<file path="config.mk">
export PLATFORM = sky130hd
export DESIGN_NAME = pps_sequencer
export DESIGN_NICKNAME = d
export VERILOG_FILES = /design/src/hdl/pps_pkg.sv /design/src/hdl/pps_sequencer.sv
export SDC_FILE = /design/constraint.sdc
export NUM_CORES = 1
export LEC_CHECK = 0
export ABC_AREA = 1
export ABC_CLOCK_PERIOD_IN_PS = 2300
export CAP_MARGIN = 20
export CORE_MARGIN = 2
export CORE_UTILIZATION = 35
export DETAILED_ROUTE_END_ITERATION = 6
export DONT_BUFFER_PORTS = 1
export PLACE_DENSITY = 0.47
export SYNTH_ARGS = -nofsm -noshare
export SYNTH_HDL_FRONTEND = slang
export SYNTH_SLANG_ARGS = --single-unit
</file>
<file path="constraint.sdc">
create_clock -name hclk -period 2.3 [get_ports hclk]
set_clock_uncertainty 0.05 [all_clocks]
set_input_delay 0.575 -clock hclk [delete_from_list [all_inputs] [get_ports hclk]]
set_output_delay 0.575 -clock hclk [all_outputs]
set_load 0.05 [all_outputs]
</file>
<file path="src/hdl/pps_pkg.sv">
package pps_pkg;

  // mode selector encoding
  localparam logic [1:0] MODE_OFF = 2'h0;
  localparam logic [1:0] MODE_AUTO = 2'h1;
  localparam logic [1:0] MODE_TEST = 2'h2;
  localparam logic [1:0] MODE_OTHER = 2'h3;

  // test step command encoding from the external panel
  localparam logic [2:0] CMD_NONE = 3'h0;
  localparam logic [2:0] CMD_PREP_HI1 = 3'h1;
  localparam logic [2:0] CMD_RUN_HI1 = 3'h2;
  localparam logic [2:0] CMD_PREP_LO = 3'h3;
  localparam logic [2:0] CMD_RUN_LO = 3'h4;
  localparam logic [2:0] CMD_PREP_HI2 = 3'h5;
  localparam logic [2:0] CMD_RUN_HI2 = 3'h6;
  localparam logic [2:0] CMD_DONE = 3'h7;

  // timing
  localparam int CLK_HZ = 125000000;
  localparam int PROVE_S = 15;
  localparam int BYPASS_H = 12;
  localparam int BYPASS_S = BYPASS_H * 3600;
  // one tick per millisecond keeps all timers small
  localparam int TICK_CYC = CLK_HZ / 1000;
  localparam int PROVE_TICKS = PROVE_S * 1000;
  localparam int BYPASS_SEC_TICKS = 1000;

  // register access via AHB-Lite, word offsets
  localparam logic [7:0] REG_CTRL = 8'h00;
  localparam logic [7:0] REG_STAT = 8'h04;
  localparam logic [7:0] REG_OUTS = 8'h08;
  localparam logic [7:0] REG_VTAB = 8'h0c;
  localparam logic [7:0] REG_VIDX = 8'h10;
  localparam logic [7:0] REG_POS = 8'h14;

  // ctrl field positions
  localparam int CTRL_MODE_LSB = 0;
  localparam int CTRL_CMD_LSB = 4;
  localparam int CTRL_CMD_STB = 7;
  localparam int CTRL_BYP = 8;
  localparam int CTRL_SIL = 9;

  localparam int VTAB_DEPTH = 8;
  localparam int VLV_N = 6;

  typedef struct packed {
    logic bp_a;
    logic bp_b;
    logic pc_a;
    logic pc_b;
    logic df_a;
    logic df_b;
  } pps_sol_t;

  typedef struct packed {
    logic iso_open;
    logic lva_close;
    logic lvb_close;
    logic lvc_open;
    logic jockey_run;
    logic lead_run;
  } pps_act_t;

  typedef struct packed {
    logic jockey_alarm;
    logic lead_alarm;
    logic manifold_alarm;
    logic manifold_audible;
    logic ready;
  } pps_alm_t;

endpackage

</file>
<file path="src/hdl/pps_sequencer.sv">
// Implementation choices: the register addresses and the AHB-Lite slave port.
`timescale 1ns/10ps
////////////////////////////////////////////////////////////////////////////////
// Contract
// - entering test mode: ready to panel, close loop valves a,b, open c.
// - both prepare-high steps: backpressure A off, B on.
// - both prepare-high steps: defuel/flush solenoids both off.
// - prepare-high1: pressure control A on B off; prepare-high2: both off.
// - entering prepare-high step starts the jockey pump.
// - jockey started: 15 s prove timer, alarm if flow not proved in time.
// - jockey flow switch opening after proof raises its alarm.
// - jockey fails to prove in prepare-high: start lead fueling pump.
// - lead pump gets same 15 s proving and flow-loss alarm.
// - prepare-high opens isolation valve, pump runs until run-high.
// - run-high closes isolation, stops pumps, backpressure solenoids off.
// - run-high drives both pressure control solenoids off.
// - prepare-low opens isolation, pressure control both on, hold.
// - run-low closes isolation and holds until prepare-high2.
// - after done, outputs hold until mode selector changes.
// - off mode inhibits automatic pump starts; solenoids stay active.
// - off mode first fueling pump on: bp A on, pc A on, df both off.
// - off mode last pump off: bp A, pc A off; df A on, df B off.
// - monitor open and closed limits of six supervised valves.
// - auto/test nonconforming positions raise latched critical alarm; the alarm is not latched here and clears once positions conform.
// - bypass switch suppresses alarm; cancelled after 12 h, reset on enable.
module pps_sequencer #(
  parameter int TICK_CYCLES = pps_pkg::TICK_CYC,
  parameter int PROVE_TICKS = pps_pkg::PROVE_TICKS,
  parameter int BYPASS_SECONDS = pps_pkg::BYPASS_S,
  parameter int SEC_TICKS = pps_pkg::BYPASS_SEC_TICKS
) (
  input wire logic hclk,
  input wire logic hresetn,
  input wire logic clk_en,
  input wire logic hsel,
  input wire logic [31:0] haddr,
  input wire logic [1:0] htrans,
  input wire logic hwrite,
  input wire logic [2:0] hsize,
  input wire logic [31:0] hwdata,
  input wire logic hready,
  output logic [31:0] hrdata,
  output logic hreadyout,
  output logic hresp,
  input wire logic jockey_flow_sw,
  input wire logic lead_flow_sw,
  input wire logic [pps_pkg::VTAB_DEPTH-1:0] fuel_pump_running,
  input wire logic [2*pps_pkg::VLV_N-1:0] valve_limits,
  output pps_pkg::pps_sol_t sol,
  output pps_pkg::pps_act_t act,
  output pps_pkg::pps_alm_t alm
);

  ////////////////////////////////////////////////////////////////////////////
  typedef enum logic [7:0] {
    ST_IDLE = 8'h01,
    ST_PREP_HI1 = 8'h02,
    ST_RUN_HI1 = 8'h04,
    ST_PREP_LO = 8'h08,
    ST_RUN_LO = 8'h10,
    ST_PREP_HI2 = 8'h20,
    ST_RUN_HI2 = 8'h40,
    ST_DONE = 8'h80
  } pps_st_t;

  pps_st_t state_ff, nxt_state;
  logic [1:0] mode_ff, prev_mode_ff;
  logic [2:0] cmd_ff;
  logic cmd_stb_ff;
  logic byp_sw_ff, sil_ff;
  logic [1:0] jfs_sync_ff, lfs_sync_ff;
  logic [pps_pkg::VTAB_DEPTH-1:0] run_s1_ff, run_s2_ff;
  logic [2*pps_pkg::VLV_N-1:0] lim_s1_ff, lim_s2_ff;
  logic [2*pps_pkg::VLV_N-1:0] vtab_ff [pps_pkg::VTAB_DEPTH];
  logic [2:0] vidx_ff;
  logic [31:0] tick_cnt_ff;
  logic tick;
  logic [31:0] jt_ff, lt_ff;
  logic j_proved_ff, l_proved_ff;
  logic [31:0] sec_cnt_ff, byp_sec_ff;
  logic byp_expired_ff;
  logic any_run_ff;
  logic ph_wr_ff;
  logic [7:0] ph_addr_ff;
  logic manifold_ok;
  logic in_test;
  logic entering_prep;

  assign hreadyout = 1'b1;
  assign hresp = 1'b0;
  assign in_test = (mode_ff == pps_pkg::MODE_TEST);

  ////////////////////////////////////////////////////////////////////////////
  // synchronisers for field inputs
  always_ff @(posedge hclk or negedge hresetn) begin
    if (!hresetn) begin
      jfs_sync_ff <= 2'h0;
      lfs_sync_ff <= 2'h0;
      run_s1_ff <= '0;
      run_s2_ff <= '0;
      lim_s1_ff <= '0;
      lim_s2_ff <= '0;
    end else if (clk_en) begin
      jfs_sync_ff <= {jfs_sync_ff[0], jockey_flow_sw};
      lfs_sync_ff <= {lfs_sync_ff[0], lead_flow_sw};
      run_s1_ff <= fuel_pump_running;
      run_s2_ff <= run_s1_ff;
      lim_s1_ff <= valve_limits;
      lim_s2_ff <= lim_s1_ff;
    end
  end

  ////////////////////////////////////////////////////////////////////////////
  // bus slave: zero wait states, unmapped reads return zero
  always_ff @(posedge hclk or negedge hresetn) begin
    if (!hresetn) begin
      ph_wr_ff <= 1'b0;
      ph_addr_ff <= 8'h00;
    end else if (clk_en && hready) begin
      ph_wr_ff <= hsel && htrans[1] && hwrite && (hsize == 3'h2);
      ph_addr_ff <= haddr[7:0];
    end
  end

  always_ff @(posedge hclk or negedge hresetn) begin
    if (!hresetn) begin
      mode_ff <= pps_pkg::MODE_OFF;
      cmd_ff <= pps_pkg::CMD_NONE;
      cmd_stb_ff <= 1'b0;
      byp_sw_ff <= 1'b0;
      sil_ff <= 1'b0;
      vidx_ff <= 3'h0;
    end else if (clk_en) begin
      cmd_stb_ff <= 1'b0;
      if (ph_wr_ff && ph_addr_ff == pps_pkg::REG_CTRL) begin
        mode_ff <= hwdata[pps_pkg::CTRL_MODE_LSB +: 2];
        cmd_ff <= hwdata[pps_pkg::CTRL_CMD_LSB +: 3];
        cmd_stb_ff <= hwdata[pps_pkg::CTRL_CMD_STB];
        byp_sw_ff <= hwdata[pps_pkg::CTRL_BYP];
        sil_ff <= hwdata[pps_pkg::CTRL_SIL];
      end
      if (ph_wr_ff && ph_addr_ff == pps_pkg::REG_VIDX)
        vidx_ff <= hwdata[2:0];
      if (manifold_ok)
        sil_ff <= 1'b0;
    end
  end

  // position table, one row per allowed set of limit states
  genvar gi;
  generate
    for (gi = 0; gi < pps_pkg::VTAB_DEPTH; gi++) begin : g_vtab
      always_ff @(posedge hclk or negedge hresetn) begin
        if (!hresetn)
          vtab_ff[gi] <= '0;
        else if (clk_en && ph_wr_ff && ph_addr_ff == pps_pkg::REG_VTAB && vidx_ff == gi)
          vtab_ff[gi] <= hwdata[2*pps_pkg::VLV_N-1:0];
      end
    end
  endgenerate

  always_comb begin
    manifold_ok = 1'b0;
    for (int i = 0; i < pps_pkg::VTAB_DEPTH; i++)
      if (vtab_ff[i] == lim_s2_ff)
        manifold_ok = 1'b1;
  end

  always_comb begin
    hrdata = 32'h0;
    case (ph_addr_ff)
      pps_pkg::REG_CTRL: hrdata = {22'h0, sil_ff, byp_sw_ff, 1'b0, cmd_ff, 2'h0, mode_ff};
      pps_pkg::REG_STAT: hrdata = {19'h0, byp_expired_ff, manifold_ok, state_ff,
                                   j_proved_ff, l_proved_ff, 1'b0};
      pps_pkg::REG_OUTS: hrdata = {15'h0, alm, act, sol};
      pps_pkg::REG_VTAB: hrdata = {20'h0, vtab_ff[vidx_ff]};
      pps_pkg::REG_VIDX: hrdata = {29'h0, vidx_ff};
      pps_pkg::REG_POS: hrdata = {20'h0, lim_s2_ff};
      default: hrdata = 32'h0;
    endcase
  end

  ////////////////////////////////////////////////////////////////////////////
  // shared millisecond time base
  always_ff @(posedge hclk or negedge hresetn) begin
    if (!hresetn) begin
      tick_cnt_ff <= 32'h0;
    end else if (clk_en) begin
      if (tick_cnt_ff == 32'(TICK_CYCLES - 1))
        tick_cnt_ff <= 32'h0;
      else
        tick_cnt_ff <= tick_cnt_ff + 32'h1;
    end
  end
  assign tick = (tick_cnt_ff == 32'(TICK_CYCLES - 1));

  ////////////////////////////////////////////////////////////////////////////
  // test sequence
  always_comb begin
    nxt_state = state_ff;
    if (!in_test) begin
      nxt_state = ST_IDLE;
    end else if (cmd_stb_ff) begin
      case (state_ff)
        ST_IDLE: if (cmd_ff == pps_pkg::CMD_PREP_HI1) nxt_state = ST_PREP_HI1;
        ST_PREP_HI1: if (cmd_ff == pps_pkg::CMD_RUN_HI1) nxt_state = ST_RUN_HI1;
        ST_RUN_HI1: if (cmd_ff == pps_pkg::CMD_PREP_LO) nxt_state = ST_PREP_LO;
        ST_PREP_LO: if (cmd_ff == pps_pkg::CMD_RUN_LO) nxt_state = ST_RUN_LO;
        ST_RUN_LO: if (cmd_ff == pps_pkg::CMD_PREP_HI2) nxt_state = ST_PREP_HI2;
        ST_PREP_HI2: if (cmd_ff == pps_pkg::CMD_RUN_HI2) nxt_state = ST_RUN_HI2;
        ST_RUN_HI2: if (cmd_ff == pps_pkg::CMD_DONE) nxt_state = ST_DONE;
        ST_DONE: nxt_state = ST_DONE;
        default: nxt_state = ST_IDLE;
      endcase
    end
  end

  always_ff @(posedge hclk or negedge hresetn) begin
    if (!hresetn)
      state_ff <= ST_IDLE;
    else if (clk_en)
      state_ff <= nxt_state;
  end

  assign entering_prep = (nxt_state != state_ff) &&
                         (nxt_state == ST_PREP_HI1 || nxt_state == ST_PREP_HI2);

  ////////////////////////////////////////////////////////////////////////////
  // pump commands and flow proving; auto starts only exist in test mode
  always_ff @(posedge hclk or negedge hresetn) begin
    if (!hresetn) begin
      act.jockey_run <= 1'b0;
      act.lead_run <= 1'b0;
    end else if (clk_en) begin
      if (!in_test) begin
        act.jockey_run <= 1'b0;
        act.lead_run <= 1'b0;
      end else if (entering_prep) begin
        act.jockey_run <= 1'b1;
      end else if (nxt_state == ST_RUN_HI1 || nxt_state == ST_RUN_HI2) begin
        act.jockey_run <= 1'b0;
        act.lead_run <= 1'b0;
      end else if (act.jockey_run && !act.lead_run && alm.jockey_alarm &&
                   (state_ff == ST_PREP_HI1 || state_ff == ST_PREP_HI2)) begin
        act.lead_run <= 1'b1;
      end
    end
  end

  // jockey proving; the alarm is sticky until a mode change, which clears it only if no set condition holds in that cycle
  always_ff @(posedge hclk or negedge hresetn) begin
    if (!hresetn) begin
      jt_ff <= 32'h0;
      j_proved_ff <= 1'b0;
      alm.jockey_alarm <= 1'b0;
    end else if (clk_en) begin
      if (!act.jockey_run) begin
        jt_ff <= 32'h0;
        j_proved_ff <= 1'b0;
      end else if (!j_proved_ff && jfs_sync_ff[1]) begin
        j_proved_ff <= 1'b1;
      end else if (!j_proved_ff && tick && jt_ff != 32'(PROVE_TICKS)) begin
        jt_ff <= jt_ff + 32'h1;
      end
      if (act.jockey_run && !j_proved_ff && jt_ff == 32'(PROVE_TICKS))
        alm.jockey_alarm <= 1'b1;
      else if (act.jockey_run && j_proved_ff && !jfs_sync_ff[1])
        alm.jockey_alarm <= 1'b1;
      else if (mode_ff != prev_mode_ff)
        alm.jockey_alarm <= 1'b0;
    end
  end

  always_ff @(posedge hclk or negedge hresetn) begin
    if (!hresetn) begin
      lt_ff <= 32'h0;
      l_proved_ff <= 1'b0;
      alm.lead_alarm <= 1'b0;
    end else if (clk_en) begin
      if (!act.lead_run) begin
        lt_ff <= 32'h0;
        l_proved_ff <= 1'b0;
      end else if (!l_proved_ff && lfs_sync_ff[1]) begin
        l_proved_ff <= 1'b1;
      end else if (!l_proved_ff && tick && lt_ff != 32'(PROVE_TICKS)) begin
        lt_ff <= lt_ff + 32'h1;
      end
      if (act.lead_run && !l_proved_ff && lt_ff == 32'(PROVE_TICKS))
        alm.lead_alarm <= 1'b1;
      else if (act.lead_run && l_proved_ff && !lfs_sync_ff[1])
        alm.lead_alarm <= 1'b1;
      else if (mode_ff != prev_mode_ff)
        alm.lead_alarm <= 1'b0;
    end
  end

  ////////////////////////////////////////////////////////////////////////////
  // valve and solenoid outputs
  always_ff @(posedge hclk or negedge hresetn) begin
    if (!hresetn) begin
      prev_mode_ff <= pps_pkg::MODE_OFF;
      any_run_ff <= 1'b0;
      sol <= '0;
      act.iso_open <= 1'b0;
      act.lva_close <= 1'b0;
      act.lvb_close <= 1'b0;
      act.lvc_open <= 1'b0;
      alm.ready <= 1'b0;
    end else if (clk_en) begin
      prev_mode_ff <= mode_ff;
      any_run_ff <= |run_s2_ff;
      alm.ready <= in_test;
      if (in_test && prev_mode_ff != pps_pkg::MODE_TEST) begin
        act.lva_close <= 1'b1;
        act.lvb_close <= 1'b1;
        act.lvc_open <= 1'b1;
      end else if (!in_test) begin
        act.lva_close <= 1'b0;
        act.lvb_close <= 1'b0;
        act.lvc_open <= 1'b0;
      end
      if (in_test && nxt_state != state_ff) begin
        case (nxt_state)
          ST_PREP_HI1: begin
            sol.bp_a <= 1'b0;
            sol.bp_b <= 1'b1;
            sol.df_a <= 1'b0;
            sol.df_b <= 1'b0;
            sol.pc_a <= 1'b1;
            sol.pc_b <= 1'b0;
            act.iso_open <= 1'b1;
          end
          ST_PREP_HI2: begin
            sol.bp_a <= 1'b0;
            sol.bp_b <= 1'b1;
            sol.df_a <= 1'b0;
            sol.df_b <= 1'b0;
            sol.pc_a <= 1'b0;
            sol.pc_b <= 1'b0;
            act.iso_open <= 1'b1;
          end
          ST_RUN_HI1, ST_RUN_HI2: begin
            act.iso_open <= 1'b0;
            sol.bp_a <= 1'b0;
            sol.bp_b <= 1'b0;
            sol.pc_a <= 1'b0;
            sol.pc_b <= 1'b0;
          end
          ST_PREP_LO: begin
            act.iso_open <= 1'b1;
            sol.pc_a <= 1'b1;
            sol.pc_b <= 1'b1;
          end
          ST_RUN_LO: act.iso_open <= 1'b0;
          default: act.iso_open <= act.iso_open;
        endcase
      end else if (mode_ff == pps_pkg::MODE_OFF) begin
        act.iso_open <= 1'b0;
        if (|run_s2_ff && !any_run_ff) begin
          sol.bp_a <= 1'b1;
          sol.pc_a <= 1'b1;
          sol.df_a <= 1'b0;
          sol.df_b <= 1'b0;
        end else if (!(|run_s2_ff) && any_run_ff) begin
          sol.bp_a <= 1'b0;
          sol.pc_a <= 1'b0;
          sol.df_a <= 1'b1;
          sol.df_b <= 1'b0;
        end
      end
    end
  end

  ////////////////////////////////////////////////////////////////////////////
  // manifold supervision and 12 h bypass
  always_ff @(posedge hclk or negedge hresetn) begin
    if (!hresetn) begin
      sec_cnt_ff <= 32'h0;
      byp_sec_ff <= 32'h0;
      byp_expired_ff <= 1'b0;
    end else if (clk_en) begin
      if (!byp_sw_ff) begin
        sec_cnt_ff <= 32'h0;
        byp_sec_ff <= 32'h0;
        byp_expired_ff <= 1'b0;
      end else if (!byp_expired_ff && tick) begin
        if (sec_cnt_ff == 32'(SEC_TICKS - 1)) begin
          sec_cnt_ff <= 32'h0;
          byp_sec_ff <= byp_sec_ff + 32'h1;
          if (byp_sec_ff == 32'(BYPASS_SECONDS - 1))
            byp_expired_ff <= 1'b1;
        end else begin
          sec_cnt_ff <= sec_cnt_ff + 32'h1;
        end
      end
    end
  end

  // alarm holds while positions stay wrong; bypass masks it until expiry
  always_ff @(posedge hclk or negedge hresetn) begin
    if (!hresetn) begin
      alm.manifold_alarm <= 1'b0;
      alm.manifold_audible <= 1'b0;
    end else if (clk_en) begin
      alm.manifold_alarm <= !manifold_ok &&
                            (mode_ff == pps_pkg::MODE_AUTO || in_test) &&
                            !(byp_sw_ff && !byp_expired_ff);
      alm.manifold_audible <= !manifold_ok &&
                              (mode_ff == pps_pkg::MODE_AUTO || in_test) &&
                              !(byp_sw_ff && !byp_expired_ff) && !sil_ff;
    end
  end

endmodule
</file>
# Yosys cells after proc, flatten, opt, wreduce, memory -nomap -nowiden
# Cells that the tools add are included.
dict set report word_totals {
  wordCells 297
  in_bits 97
  regBits 351
}
dict set report classes {
  add_sub_neg 5
  reduce_logical 95
  bitwise 1
  muxes 74
  n_lt_le_gt_ge 1
  eq_ne 71
}
# cell count
set ops {}
lappend ops {{$mux W32} 13}
lappend ops {{$add A32 B1 Y32 const B} 5}
lappend ops {{$pmux W17 S6} 1}
lappend ops {{$eq A12 B12 Y1} 8}
lappend ops {{$mux W8} 9}
lappend ops {{$eq A32 B14 Y1 const B} 2}
lappend ops {{$ne A32 B14 Y1 const B} 2}
lappend ops {{$pmux W8 S8} 1}
lappend ops {{$logic_and A1 B1 Y1} 43}
lappend ops {{$bmux W12 S3} 1}
lappend ops {{$mux W1} 36}
lappend ops {{$eq A32 B10 Y1 const B} 1}
lappend ops {{$eq A32 B16 Y1 const B} 1}
lappend ops {{$eq A32 B17 Y1 const B} 1}
lappend ops {{$eq A8 B4 Y1 const B} 4}
lappend ops {{$eq A8 B5 Y1 const B} 4}
lappend ops {{$eq A3 B3 Y1 const B} 8}
lappend ops {{$eq A8 B3 Y1 const B} 3}
lappend ops {{$mux W12} 2}
lappend ops {{$reduce_and A3 Y1} 7}
lappend ops {{$reduce_and A2 Y1} 10}
lappend ops {{$eq A8 B2 Y1 const B} 2}
lappend ops {{$eq A8 B6 Y1 const B} 2}
lappend ops {{$eq A8 B7 Y1 const B} 2}
lappend ops {{other kinds (32)} 79}

# Depth between registers and ports, before layout
dict set report logic_depth {
  depth_word 13
  ltp_mapped 20
  depth_no_buf 19
}

# Worst setup path after synthesis
# No wires, ideal clock.
dict set report synth_timing {
  path_type {register to output}
  from {reg ph_addr_ff[7]}
  to {out hrdata[11]}
  t_required_ps 1675
  stages_incl_launch_ff 8
  arrival_ps 2661
  n_path_buf 0
  slack_ps -986
  cell_sequence {dfrtp_1 > nor2_1 > inv_1 > nor3_2 > inv_1 > nor3_1 > clkinv_1 > o21ai_0}
}
dict set report synth_via {
  elab_chain_len 2
  elab_cells_between_ends 7
  classes_between {eq/ne: 5; mux: 1; reduce/logical: 1}
}
# item line_no
set synth_rtl {}
lappend synth_rtl {{start, declared} pps_sequencer.sv:84} ;# logic [7:0] ph_addr_ff;
lappend synth_rtl {{start signal, assigned} pps_sequencer.sv:121} ;# ph_addr_ff <= haddr[7:0];
lappend synth_rtl {{$eq A8 B5 Y1, or another cell as far along} pps_sequencer.sv:171} ;# case (ph_addr_ff)
lappend synth_rtl {{$pmux W17 S6 (*)} pps_sequencer.sv:171}
lappend synth_rtl {{end, declared} pps_sequencer.sv:42} ;# output logic [31:0] hrdata,
# Mark *: on every way between the ends. The rest lies on a longest branch, timed or not.

# Final worst setup path
dict set report layout_timing {
  from {reg vidx_ff[1]}
  to {out hrdata[11]}
}
dict set report layout_via {
  elab_chain_len 5
}
# item line_no
set layout_rtl {}
lappend layout_rtl {{start, declared} pps_sequencer.sv:75} ;# logic [2:0] vidx_ff;
lappend layout_rtl {{start signal, assigned} pps_sequencer.sv:143} ;# vidx_ff <= hwdata[2:0];
lappend layout_rtl {{$not A3 Y4 (implied by the code)} pps_sequencer.sv:176} ;# pps_pkg::REG_VTAB: hrdata = {20'h0, vtab_ff[vidx_ff]};
lappend layout_rtl {{$bmux W12 S3} pps_sequencer.sv:176}
lappend layout_rtl {{$mux W12 (implied by the code) (2 in series)} pps_sequencer.sv:176}
lappend layout_rtl {{$pmux W17 S6} pps_sequencer.sv:171}
# Every way passes these cells. The select of a mux whose other input is x is not followed.

==> flow_summary.ini <==
[setup_path]
crit_start = vidx_ff[1]$_DFFE_PN0P_
crit_path_start_kind = flip-flop
worstPathCellList = inv_1, nor2_4, inv_1, buf_4, o2111ai_1, o211ai_1, o21ai_1, a21oi_2, o21ai_2, buf_12
worstPathRequired_ps = 1670
slowest_stage = dfrtp_1
r2r-start = state_ff[3]$_DFFE_PN0P_
cp_max_fo = 6
crit_top_cell = inv_1
cp-end-kind = primary output
max_stage_delay_ps = 410
arrival_ps = 2550
crit_type = reg -> out

[clocking]
cts_inserted_buffers = 44
cts_sinks = 348
cts.clk_slew.worst_paths_ps = 60
cts.path.max_buffers = 3
clockRootBuffer = clkbuf_16
cts_tree = built
clk-insertion-delay-late_ps = 590
htreeDepth = 2

[yosys]
synthTopCellsByArea = dfrtp_1, nand2_1, o21ai_0
yosysMostFrequentCell = nand2_1
avgSynthCellArea_um2 = 7.68
netlist_instances = 2622
synth-edff-count = 0
synth_ff_type = dfrtp_1
yosysUniqueCellTypes = 55
yosysWarnings = 0
async_reset_ff_share_pct = 100
yosysTopAreaCellShare_pct = 43.1
ys_top_cells_by_count = nand2_1, dfrtp_1, inv_1, o21ai_0, nor2_1
ys_seq_elements = 348
yosys.area.top_type = dfrtp_1
synth_seq_area_share_pct = 43.2
syn-cell-area_um2 = 20100

[placement]
dp.cells = 3734
gp_congestion = 0.896
placed_cell_area_um2 = 24300
io_buffers = 0
dpl_worst_slack_ps = -739
dp_hpwl_mm = 48.9

[timing]
report.final.slew_viol_count = 231
fin_crit_sh_pct = 138
setup_violations = 95
fmax_ghz = 0.315
rsz0062_at_grt = yes
setup_ws_ps = -879
relSlewSlack_pct = -32.6
finalSetupTns_ps = -17850
fin_hold_ws_ps = -346
tightest_slew_ps = 1990
min_period_ps = 3180
hold_violations = 162

[layout]
multi_input_area_um2 = 12000
fin_cells = 3903
final_util_pct = 51.6
antenna_cells = 0
area_delta_synth_final_pct = 45.0
ff_latch_area_um2 = 8730
fill_cells = 5414
drive_gt1_share_pct = 32.2
nNetsFinal = 3222
final_area_um2 = 29200

[pwr]
combPwrFrac_pct = 13.5
p_sw_mw = 4.16
seq_power_share_pct = 42.2
p_int_mw = 11.3
p_sw_share_pct = 26.9
clkPwrFrac_pct = 44.4
vdd_drop_max_v = 0.000572
power_mw = 15.5
p_leak_nw = 12.8
powerDensity_nw_per_um2 = 529

[global_routing]
first_global_vias = 20100
grt_max_degree = 349
globalRouteTotalUtil_pct = 23.4
antenna_found_initial = 0
grt_overflow = 0
grt_first_pass_wirelength_mm = 111

[die]
start_util_pct = 35.6
dieWidth_um = 244
die-height_um = 244
rows = 87
ios = 148
die-area_um2 = 59500
core-area_um2 = 56600

[detailed_routing]
drtAntennaViolNets = 0
drc = 0
wirelength_mm = 70.0
num_vias = 20100
viasPerCell = 5.14
drt-initial-drc-count = 1339
wl_per_cell_um = 17.9
first_pass_iters = 5

[outcome]
violations = negative hold slack, max-slew violations, negative setup slack
outcome = finished with violations

[worst_hold_path]
min_path_type = in -> async

[job]
max-cap-violations = 0
[power groups by stage]
stage	clock network (mW)	registers, mW	logic (mW)
floorplan	0	6.64	0.882
global placement	0	6.61	1.58
detailed placement	0	6.61	1.59
CTS	7.06	6.51	1.95
global route	7.34	6.54	2.26
finish	6.86	6.52	2.08
[flip-flops by register name, indices dropped and copies added, names as in the netlist, 12 cells and up]
signal       cells
lim_s1_ff       12
jt_ff           32
vtab_ff         96
byp_sec_ff      32
lim_s2_ff       12
lt_ff           32
tick_cnt_ff     32
sec_cnt_ff      32
[critical path, delay by kind of cell (launching register included)]
kind | cells | cell delay, ps
compound gates | 5 | 810
buf+inv | 4 | 530
flops | 1 | 410
simple gates | 1 | 190
[path summary, 6_finish.rpt]
check                                        endpoint  slack, ps  depth (start not counted)
max                                        hrdata[11]       -880                         10
min                        sec_cnt_ff[25]$_DFFE_PN0P_       -350                          0
max reg2reg                        sol[3]$_DFFE_PN0P_       -170                         21
min reg2reg                  run_s1_ff[6]$_DFFE_PN0P_        420                          2
max in group asynchronous     state_ff[3]$_DFFE_PN0P_        870                          0
min in group hclk           lim_s1_ff[10]$_DFFE_PN0P_         50                          2
[layer usage]
metal	wire length, µm	share of wire (%)	track usage, %	vias up
met5	0	0	0	-
met4	1590	2.3	6.46	0
met3	4110	5.9	4.63	87
met2	31900	46	37.1	450
met1	32400	46	32.4	9714
li1	-	-	-	9800
[cell type report]
type	instances	area share, %
Clock buffer	67	4.52
Clock inverter	10	0.317
Inverter	282	3.80
Multi-Input combinational cell	1897	41.0
Sequential cell	348	29.9
Tap cell	756	3.24
Timing Repair Buffer	543	17.3
[timing repair]
action                                 4_1_cts  5_1_grt
pin swaps                                   70       94
endpoints found under the hold margin      348      347
setup endpoints to repair                  154      165
setup buffers                               53       36
gates resized for setup                    378      254
gates cloned                                13        4
[placed cells by master, fill, tap and decap left out, drive strengths merged, types with 15 or more instances in the layout]
master and instances:
nor3b 15, nand3 129, xnor2 36, buf 539, dfrtp 347, conb 18
clkbuf 71, nand2 644, nor4 79, nor3 105, o31ai 30, a22oi 34
inv 278, nor2 198, a21oi 57, o22ai 15, nand4 117, xor2 121
o21ai 243
[logic make-up (layout without fill, tap and decap cells)]
kind of cell | after synthesis | in the layout | share of synthesized area (%)
multiplexers | 8 | 8 | 0.447
AO/OA/AOI/OAI | 408 | 408 | 11.5
buffers and inverters | 394 | 902 | 7.93
adder cells (fa/ha/maj) | 9 | 9 | 0.559
XOR/XNOR | 157 | 157 | 6.83
flip-flops | 348 | 348 | 43.2
other | 2 | 18 | 0.0373
AND/OR/NAND/NOR | 1296 | 1297 | 29.5
Power figures use the tool's default switching activity.
